### src/nvcc_pkg.sv
// ============================================================
// register map
// ============================================================
package nvcc_pkg;

    // register indices; byte address is four times the index
    localparam logic [15:0] NVCC_CTRL_IDX = 16'h400a;
    localparam logic [15:0] NVCC_STAT_IDX = 16'h4012;
    localparam logic [15:0] NVCC_MASK_IDX = 16'h401a;
    localparam logic [15:0] NVCC_KEY_IDX = 16'h4008;
    localparam int NVCC_AW = 18;
    localparam logic [17:0] NVCC_CTRL_ADDR = {NVCC_CTRL_IDX, 2'h0};
    localparam logic [17:0] NVCC_STAT_ADDR = {NVCC_STAT_IDX, 2'h0};
    localparam logic [17:0] NVCC_MASK_ADDR = {NVCC_MASK_IDX, 2'h0};
    localparam logic [17:0] NVCC_KEY_ADDR = {NVCC_KEY_IDX, 2'h0};

    // ========================================================
    // control register fields
    // ========================================================
    localparam int NVCC_PROG_BIT = 15;
    localparam int NVCC_SRC_BIT = 13;
    localparam int NVCC_FINAL_BIT = 11;
    localparam int NVCC_VERIFY_BIT = 10;
    localparam int NVCC_WRITE_BIT = 9;
    localparam int NVCC_READ_BIT = 8;
    localparam int NVCC_MARGIN_LSB = 6;
    localparam int NVCC_BULK_BIT = 5;
    localparam int NVCC_PAGE_LSB = 0;
    localparam logic NVCC_SRC_RST = 1'b1;
    localparam logic [1:0] NVCC_MARGIN_RST = 2'h0;
    localparam logic [1:0] NVCC_PAGE_RST = 2'h0;

    // status and mask fields
    localparam int NVCC_DONE_BIT = 5;
    localparam int NVCC_FAIL_BIT = 4;
    localparam logic NVCC_MASK_RST = 1'b1;

    // page numbering
    localparam logic [2:0] NVCC_EE_PAGE_BASE = 3'h2;
    localparam logic [1:0] NVCC_EE_PAGE_RSVD = 2'h3;
    localparam logic [2:0] NVCC_USER_PAGE_LO = 3'h2;
    localparam logic [2:0] NVCC_USER_PAGE_HI = 3'h3;

    // ========================================================
    // types
    // ========================================================
    typedef enum logic [1:0] {
        NVCC_CMD_READ,
        NVCC_CMD_WRITE,
        NVCC_CMD_VERIFY,
        NVCC_CMD_FINAL
    } nvcc_cmd_t;

    typedef enum logic [1:0] {
        NVCC_IDLE,
        NVCC_CHECK,
        NVCC_WAIT,
        NVCC_NEXT
    } nvcc_fsm_t;

    // request to the memory engine
    typedef struct packed {
        logic req;
        nvcc_cmd_t cmd;
        logic array_sel;
        logic all_pages;
        logic [2:0] page;
        logic [1:0] margin;
    } nvcc_mreq_t;

endpackage

### src/nvcc_ctrl.sv
// Functional notes
// bit 15 one enters program state; zero ignored
// program state lasts until device reset
// protected fields need the key first
// bit 13, reset one: array 1, eeprom 0
// bit 11 finalises, locking user pages
// bit 10 verifies pages against window
// bit 9 programs pages from window
// bit 8 loads pages into window
// bits 7:6 margin for array read, verify
// bit 5 all pages, else page field
// array page codes are pages zero to three
// eeprom codes 0-2 are pages two to four; 3 reserved
// done flag, bit 5: command or auto program end
// fail flag, bit 4: read fail, mismatch, locked write
// flags set on rising event, held, cleared by one
// unmasked flag raises memory interrupt
// mask bits 5, 4 reset one; one masks
// read launch has program and unused bits zero
// bulk array write does pages two, three, raises fail
// one command at a time; done after completion
`timescale 1ns/100ps
`default_nettype none

module nvcc_ctrl
    import nvcc_pkg::*;
#(
    // unlock code; value is arbitrary
    parameter logic [15:0] KEY_CODE = 16'h5a3c
) (
    // clock, reset, enable
    input wire logic core_clk_in,
    input wire logic rst_in,
    input wire logic clk_en_in,
    // avalon-mm slave
    input wire logic [NVCC_AW-1:0] avs_address_in,
    input wire logic avs_read_in,
    input wire logic avs_write_in,
    input wire logic [31:0] avs_writedata_in,
    input wire logic [3:0] avs_byteenable_in,
    output logic [31:0] avs_readdata_out,
    output logic avs_waitrequest_out,
    // memory engine
    output nvcc_mreq_t mem_req_out,
    input wire logic mem_done_in,
    input wire logic mem_fail_in,
    input wire logic auto_prog_done_in,
    input wire logic user_lock_in,
    // status
    output logic program_state_out,
    output logic mem_irq_out
);

    // ========================================================
    // state
    // ========================================================
    typedef struct packed {
        nvcc_fsm_t fsm;
        logic prog;
        logic unlocked;
        logic array_sel;
        logic [1:0] margin;
        logic bulk;
        logic [1:0] page;
        nvcc_cmd_t cmd;
        logic busy;
        logic second;
        logic soft_fail;
        logic finalised;
        nvcc_mreq_t mreq;
        logic done_evt;
        logic fail_evt;
        logic done_q;
        logic fail_q;
        logic done_flag;
        logic fail_flag;
        logic done_mask;
        logic fail_mask;
        logic ack;
        logic [31:0] rdata;
    } nvcc_state_t;

    localparam nvcc_state_t ST_RST = '{
        fsm: NVCC_IDLE,
        prog: 1'b0,
        unlocked: 1'b0,
        array_sel: NVCC_SRC_RST,
        margin: NVCC_MARGIN_RST,
        bulk: 1'b0,
        page: NVCC_PAGE_RST,
        cmd: NVCC_CMD_READ,
        busy: 1'b0,
        second: 1'b0,
        soft_fail: 1'b0,
        finalised: 1'b0,
        mreq: '0,
        done_evt: 1'b0,
        fail_evt: 1'b0,
        done_q: 1'b0,
        fail_q: 1'b0,
        done_flag: 1'b0,
        fail_flag: 1'b0,
        done_mask: NVCC_MASK_RST,
        fail_mask: NVCC_MASK_RST,
        ack: 1'b0,
        rdata: 32'h0
    };

    nvcc_state_t state_ff;
    nvcc_state_t nxt_state;

    // ========================================================
    // helpers
    // ========================================================
    // register address match
    function automatic logic hit(input logic [NVCC_AW-1:0] a,
                                 input logic [NVCC_AW-1:0] r);
        hit = (a == r);
    endfunction

    // page code to physical page
    function automatic logic [2:0] phys_page(input logic arr,
                                             input logic [1:0] code);
        if (arr) begin
            phys_page = {1'b0, code};
        end else begin
            phys_page = NVCC_EE_PAGE_BASE + {1'b0, code};
        end
    endfunction

    // ========================================================
    // bus decode
    // ========================================================
    logic bus_req;
    logic wr_go;
    logic [15:0] wmask;
    logic [15:0] wd;
    logic hit_ctrl;
    logic hit_stat;
    logic hit_mask;
    logic hit_key;

    // one wait state so read data always comes from a flop
    assign bus_req = avs_read_in | avs_write_in;
    assign avs_waitrequest_out = bus_req & ~state_ff.ack;
    assign wr_go = avs_write_in & state_ff.ack & clk_en_in;
    assign wmask = {{8{avs_byteenable_in[1]}}, {8{avs_byteenable_in[0]}}};
    assign wd = avs_writedata_in[15:0] & wmask;
    assign hit_ctrl = hit(avs_address_in, NVCC_CTRL_ADDR);
    assign hit_stat = hit(avs_address_in, NVCC_STAT_ADDR);
    assign hit_mask = hit(avs_address_in, NVCC_MASK_ADDR);
    assign hit_key = hit(avs_address_in, NVCC_KEY_ADDR);

    // ========================================================
    // next state
    // ========================================================
    always_comb begin
        logic [3:0] cmd_bits;
        logic [15:0] rd;
        logic done_rise;
        logic fail_rise;
        cmd_bits = 4'h0;
        rd = 16'h0;
        done_rise = 1'b0;
        fail_rise = 1'b0;
        nxt_state = state_ff;
        if (clk_en_in) begin
            // bus handshake and read capture
            nxt_state.ack = bus_req & ~state_ff.ack;
            if (state_ff.busy) begin
                cmd_bits[state_ff.cmd] = 1'b1;
            end
            if (hit_ctrl) begin
                rd[NVCC_PROG_BIT] = state_ff.prog;
                rd[NVCC_SRC_BIT] = state_ff.array_sel;
                rd[NVCC_FINAL_BIT] = cmd_bits[NVCC_CMD_FINAL];
                rd[NVCC_VERIFY_BIT] = cmd_bits[NVCC_CMD_VERIFY];
                rd[NVCC_WRITE_BIT] = cmd_bits[NVCC_CMD_WRITE];
                rd[NVCC_READ_BIT] = cmd_bits[NVCC_CMD_READ];
                rd[NVCC_MARGIN_LSB+:2] = state_ff.margin;
                rd[NVCC_BULK_BIT] = state_ff.bulk;
                rd[NVCC_PAGE_LSB+:2] = state_ff.page;
            end else if (hit_stat) begin
                rd[NVCC_DONE_BIT] = state_ff.done_flag;
                rd[NVCC_FAIL_BIT] = state_ff.fail_flag;
            end else if (hit_mask) begin
                rd[NVCC_DONE_BIT] = state_ff.done_mask;
                rd[NVCC_FAIL_BIT] = state_ff.fail_mask;
            end else if (hit_key) begin
                rd[0] = state_ff.unlocked;
            end
            if (avs_read_in & ~state_ff.ack) begin
                nxt_state.rdata = {16'h0, rd};
            end

            // event pulses default low
            nxt_state.done_evt = 1'b0;
            nxt_state.fail_evt = 1'b0;

            // right key unlocks, other values relock
            if (wr_go && hit_key && (&avs_byteenable_in[1:0])) begin
                nxt_state.unlocked = (avs_writedata_in[15:0] == KEY_CODE);
            end

            // control register write
            if (wr_go && hit_ctrl) begin
                if (avs_byteenable_in[0]) begin
                    nxt_state.bulk = wd[NVCC_BULK_BIT];
                    nxt_state.page = wd[NVCC_PAGE_LSB+:2];
                end
                // protected fields need the key first
                if (state_ff.unlocked) begin
                    if (avs_byteenable_in[0]) begin
                        nxt_state.margin = wd[NVCC_MARGIN_LSB+:2];
                    end
                    if (avs_byteenable_in[1]) begin
                        nxt_state.array_sel = wd[NVCC_SRC_BIT];
                        // only a one has effect, only reset clears it
                        if (wd[NVCC_PROG_BIT]) begin
                            nxt_state.prog = 1'b1;
                        end
                    end
                    // launch only from program state when idle
                    if (avs_byteenable_in[1] && state_ff.prog &&
                        !state_ff.busy) begin
                        nxt_state.busy = 1'b1;
                        nxt_state.fsm = NVCC_CHECK;
                        nxt_state.soft_fail = 1'b0;
                        nxt_state.second = 1'b0;
                        if (wd[NVCC_FINAL_BIT]) begin
                            nxt_state.cmd = NVCC_CMD_FINAL;
                        end else if (wd[NVCC_VERIFY_BIT]) begin
                            nxt_state.cmd = NVCC_CMD_VERIFY;
                        end else if (wd[NVCC_WRITE_BIT]) begin
                            nxt_state.cmd = NVCC_CMD_WRITE;
                        end else if (wd[NVCC_READ_BIT]) begin
                            nxt_state.cmd = NVCC_CMD_READ;
                        end else begin
                            nxt_state.busy = 1'b0;
                            nxt_state.fsm = NVCC_IDLE;
                        end
                    end
                end
            end

            // command sequencer
            case (state_ff.fsm)
                NVCC_IDLE: begin
                    nxt_state.mreq.req = 1'b0;
                end
                NVCC_CHECK: begin
                    nxt_state.mreq.cmd = state_ff.cmd;
                    nxt_state.mreq.array_sel = state_ff.array_sel;
                    nxt_state.mreq.all_pages = state_ff.bulk;
                    nxt_state.mreq.page =
                        phys_page(state_ff.array_sel, state_ff.page);
                    // margin only for array reads and verifies
                    nxt_state.mreq.margin =
                        (state_ff.array_sel &&
                         state_ff.cmd != NVCC_CMD_WRITE &&
                         state_ff.cmd != NVCC_CMD_FINAL) ?
                        state_ff.margin : NVCC_MARGIN_RST;
                    if ((state_ff.cmd == NVCC_CMD_WRITE &&
                         (state_ff.finalised || user_lock_in)) ||
                        (!state_ff.array_sel &&
                         state_ff.cmd != NVCC_CMD_READ) ||
                        (!state_ff.array_sel && !state_ff.bulk &&
                         state_ff.page == NVCC_EE_PAGE_RSVD)) begin
                        // refused command
                        nxt_state.fsm = NVCC_IDLE;
                        nxt_state.busy = 1'b0;
                        nxt_state.done_evt = 1'b1;
                        nxt_state.fail_evt = 1'b1;
                    end else begin
                        if (state_ff.cmd == NVCC_CMD_WRITE &&
                            state_ff.array_sel && state_ff.bulk) begin
                            // factory pages stay untouched
                            nxt_state.mreq.all_pages = 1'b0;
                            nxt_state.mreq.page = NVCC_USER_PAGE_LO;
                            nxt_state.second = 1'b1;
                            nxt_state.soft_fail = 1'b1;
                        end
                        nxt_state.mreq.req = 1'b1;
                        nxt_state.fsm = NVCC_WAIT;
                    end
                end
                NVCC_WAIT: begin
                    if (mem_done_in) begin
                        nxt_state.mreq.req = 1'b0;
                        if (mem_fail_in) begin
                            nxt_state.soft_fail = 1'b1;
                        end
                        if (state_ff.second) begin
                            nxt_state.second = 1'b0;
                            nxt_state.fsm = NVCC_NEXT;
                        end else begin
                            // finish only after the engine reports done
                            nxt_state.fsm = NVCC_IDLE;
                            nxt_state.busy = 1'b0;
                            nxt_state.done_evt = 1'b1;
                            nxt_state.fail_evt =
                                state_ff.soft_fail | mem_fail_in;
                            if (state_ff.cmd == NVCC_CMD_FINAL &&
                                !mem_fail_in) begin
                                nxt_state.finalised = 1'b1;
                            end
                        end
                    end
                end
                NVCC_NEXT: begin
                    // second user page of a bulk array write
                    nxt_state.mreq.page = NVCC_USER_PAGE_HI;
                    nxt_state.mreq.req = 1'b1;
                    nxt_state.fsm = NVCC_WAIT;
                end
                default: begin
                    nxt_state.fsm = NVCC_IDLE;
                end
            endcase

            // auto program end counts as done
            if (auto_prog_done_in) begin
                nxt_state.done_evt = 1'b1;
            end

            // edge detect on the event lines
            nxt_state.done_q = state_ff.done_evt;
            nxt_state.fail_q = state_ff.fail_evt;
            done_rise = state_ff.done_evt & ~state_ff.done_q;
            fail_rise = state_ff.fail_evt & ~state_ff.fail_q;

            // write one clears; a same-cycle set wins
            if (wr_go && hit_stat && avs_byteenable_in[0]) begin
                if (wd[NVCC_DONE_BIT]) begin
                    nxt_state.done_flag = 1'b0;
                end
                if (wd[NVCC_FAIL_BIT]) begin
                    nxt_state.fail_flag = 1'b0;
                end
            end
            if (done_rise) begin
                nxt_state.done_flag = 1'b1;
            end
            if (fail_rise) begin
                nxt_state.fail_flag = 1'b1;
            end

            // mask register
            if (wr_go && hit_mask && avs_byteenable_in[0]) begin
                nxt_state.done_mask = wd[NVCC_DONE_BIT];
                nxt_state.fail_mask = wd[NVCC_FAIL_BIT];
            end
        end
    end

    // ========================================================
    // state register
    // ========================================================
    always_ff @(posedge core_clk_in or posedge rst_in) begin
        if (rst_in) begin
            state_ff <= ST_RST;
        end else begin
            state_ff <= nxt_state;
        end
    end

    // ========================================================
    // outputs
    // ========================================================
    assign avs_readdata_out = state_ff.rdata;
    assign mem_req_out = state_ff.mreq;
    assign program_state_out = state_ff.prog;
    // masked flags stay latched but stay off the line
    assign mem_irq_out =
        (state_ff.done_flag & ~state_ff.done_mask) |
        (state_ff.fail_flag & ~state_ff.fail_mask);

endmodule

`default_nettype wire

### config.mk
export PLATFORM = sky130hd
export DESIGN_NAME = nvcc_ctrl
export DESIGN_NICKNAME = d
export VERILOG_FILES = /design/src/nvcc_pkg.sv /design/src/nvcc_ctrl.sv
export SDC_FILE = /design/constraint.sdc
export NUM_CORES = 1
export LEC_CHECK = 0
export BUFFER_PORTS_ARGS = -buffer_cell sky130_fd_sc_hd__buf_2
export CAP_MARGIN = 10
export CORE_MARGIN = 2
export CORE_UTILIZATION = 44
export DETAILED_ROUTE_END_ITERATION = 8
export PLACE_DENSITY = 0.83
export SYNTH_ARGS = -nofsm -noshare
export SYNTH_HDL_FRONTEND = slang
export SYNTH_SLANG_ARGS = --single-unit
export TNS_END_PERCENT = 10
### constraint.sdc
create_clock -name core_clk_in -period 1.7 [get_ports core_clk_in]
set_clock_uncertainty 0.1 [all_clocks]
set_input_delay 0 -clock core_clk_in [delete_from_list [all_inputs] [get_ports core_clk_in]]
set_output_delay 0 -clock core_clk_in [all_outputs]
set_load 0.05 [all_outputs]
==> metrics.cfg <==
[status]
run_status = complete, no violations

[clocking]
h-tree-depth = 2
clock-sinks = 47
post-cts-setup-buffers = 0
tritoncts = built
clk_latency_ps = 310
clkTransAtPathRegs_ps = 90
cts_buffer_depth = 2
clockRootBuffer = clkbuf_8
cts_made_buffers = 5

[grt]
grt_pass1_wl_um = 10800
grt_usage_pct = 19.1
first_global_vias = 2277
grt_max_degree = 22
grt_antenna_before_repair = 0
grt-ovfl-total = 0

[sta]
slew_headroom_pct = 50.4
finalHoldViolCount = 0
period_share_pct = 98.6
final-setup-viol-count = 0
rsz0062_at_grt = yes
setup_ws_ps = 23.2
tightest_slew_ps = 739
period_needed_ps = 1680
drv_slew = 0
fmax_mhz = 596

[logic_synthesis]
async_flop_share_pct = 100
synth.top_cells.by_area = dfrtp_1 (39%), buf_4 (12%), nand2_1 (4.2%)
yosys.cell_types.count = 58
syn_area_um2 = 2800
synth_ff_type = dfrtp_1
syn_avg_cell_area_um2 = 9.66
synth.largest_area_cell = dfrtp_1
syn_inst = 290
ys_warn_count = 0
synth_seq_cells = 47
synth_edf_count = 0
synth_top_cell_area_share_pct = 39.3
yosysSeqAreaShare_pct = 42.1

[final_layout]
area.sequential_um2 = 1180
nets = 437
drive_above_1_share_pct = 33.5
layout_commonest_cell = buf_2
fillers = 549
final_cell_mix = buf_2 (69), dfrtp_1 (43), nand2_1 (30), conb_1 (20), dlygate4sd3_1 (19)
multi_input_area_um2 = 1310
final_core_util_pct = 55.1
area_growth_pct = 22.7
antenna_cells = 0

[route]
vias_per_cell = 5.28
routedWlPerCell_um = 15.1
vias = 2358
ant_nets = 0
drt_iter0_drc = 172
dr.pass1.iters = 4
drc = 0
routed_wl_um = 6760

[critical_path]
ff2ff_setup_slack_ps = 20
cp_data_required_time_ps = 1810
cp.depth = 4
cp-endpoint = state_ff[52]
reg2reg_depth = 4
cp-startpoint = state_ff[66]
path_buf_inv = 1
path_cells = inv_2 -> ha_1 -> or3b_2 -> a31o_2
critPathSlowestCell = or3b_2
crit_type = flop to flop
critPathLaunchType = flop
r2r-end = state_ff[52]
crit_path_max_fanout = 4
cp-end-kind = flop
critPathTopFamily = simple AND/OR/NAND/NOR gates
cpPeakStageDelay_ps = 430
r2r_start = state_ff[66]
arrival_ps = 1780

[place]
io_buffers = 69
dp_slack_ps = 21.7
globalplace.congestion = 0.862
hpwlAfterDp_um = 4960

[floorplanning]
die_y_um = 83.8
core_um2 = 6240
row_count = 29
die-area_um2 = 7020
start_util_pct = 44.9
io_pins = 108
die_w_um = 83.8

[min_path]
hold_path_class = input pin to flop

[power]
p_per_area_nw_per_um2 = 1000
design_power_total_w = 0.00344
leakagePower_nw = 1.64
vdd.ir_drop.worst_mv = 0.507

[flow_run]
max-cap-violations = 0

==> cell type report <==
type,count,share of cell area [%]
sequential,47,34.4
inverter,14,1.53
clock inverter,3,1.97
tap,77,2.80
multi-input combinational,198,38.1
timing repair buffer,103,19.2
clock buffer,5,2.00
==> registers in the layout, summed over array words and instances (netlist names) <==
name / count
program_state_out: 1
state_ff: 24
mem_req_out: 10
avs_readdata_out: 12
==> metal layers <==
metal	up-vias	part of all wire, %	GRT usage [%]
met2	91	50	31.2
met5	-	0	0
li1	1126	-	-
met4	0	2.2	6.45
met1	1125	41	25.3
met3	16	6.9	4.25
==> per-stage QoR <==
stage,area [µm²],TNS [ps],hold WS (ps),instances
3_3_place_gp,3080,0,-43.0,420
3_5_place_dp,3080,0,-31.8,420
5_1_grt,3440,-147,39.4,447
2_1_floorplan,2870,0,31.7,309
6_report,3440,0,24.5,447
4_1_cts,3410,0,6.59,447
==> logic make-up after synthesis <==
group | share of synthesized area, %
flip-flops | 42.1
other | 0.134
adder cells (fa/ha/maj) | 2.23
buffers and inverters | 14.7
AO/OA/AOI/OAI | 12.1
AND/OR/NAND/NOR | 22.4
multiplexers | 6.34
==> where the power goes <==
group          leakage, nW  internal, W  switching [W]
Clock               0.0644     0.000586       0.000397
Combinational        0.977     0.000417       0.000690
Sequential           0.600      0.00125      0.0000988
==> worst min path at each step <==
stage / from / end / depth (start not counted)
after CTS: avs_address_in[5] / avs_readdata_out[4] / 4
after global placement: rst_in / mem_req_out[6] / 2
after global routing: avs_address_in[5] / avs_readdata_out[4] / 4
after detailed placement: rst_in / mem_req_out[0] / 2
after floorplan: avs_writedata_in[6] / state_ff[60] / 1
final: avs_address_in[5] / avs_readdata_out[4] / 4
==> worst min-delay path, stage by stage <==
cell and delay, ps:
buf_2 140, o21ai_0 90, nand3_1 100, o21ai_0 70
==> synthesized netlist by cell type, types with 4 or more instances <==
cell	number
nand2_1	31
dfrtp_1	44
nor3_1	6
nor2b_1	4
nor2_1	15
a21oi_1	7
mux2_1	8
buf_4	43
mux2_2	6
nand4_1	8
inv_1	13
clkbuf_1	4
o21ai_0	16
and3_1	6
ha_1	5
nand3_1	9
==> timing repair <==
item | in CTS | in global routing
gates cloned | 0 | 0
setup endpoints to repair | 4 | 13
endpoints found under the hold margin | 37 | 0
resized for setup | 1 | 8
hold buffers | 19 | 0
(Power assumes the default switching activity.)
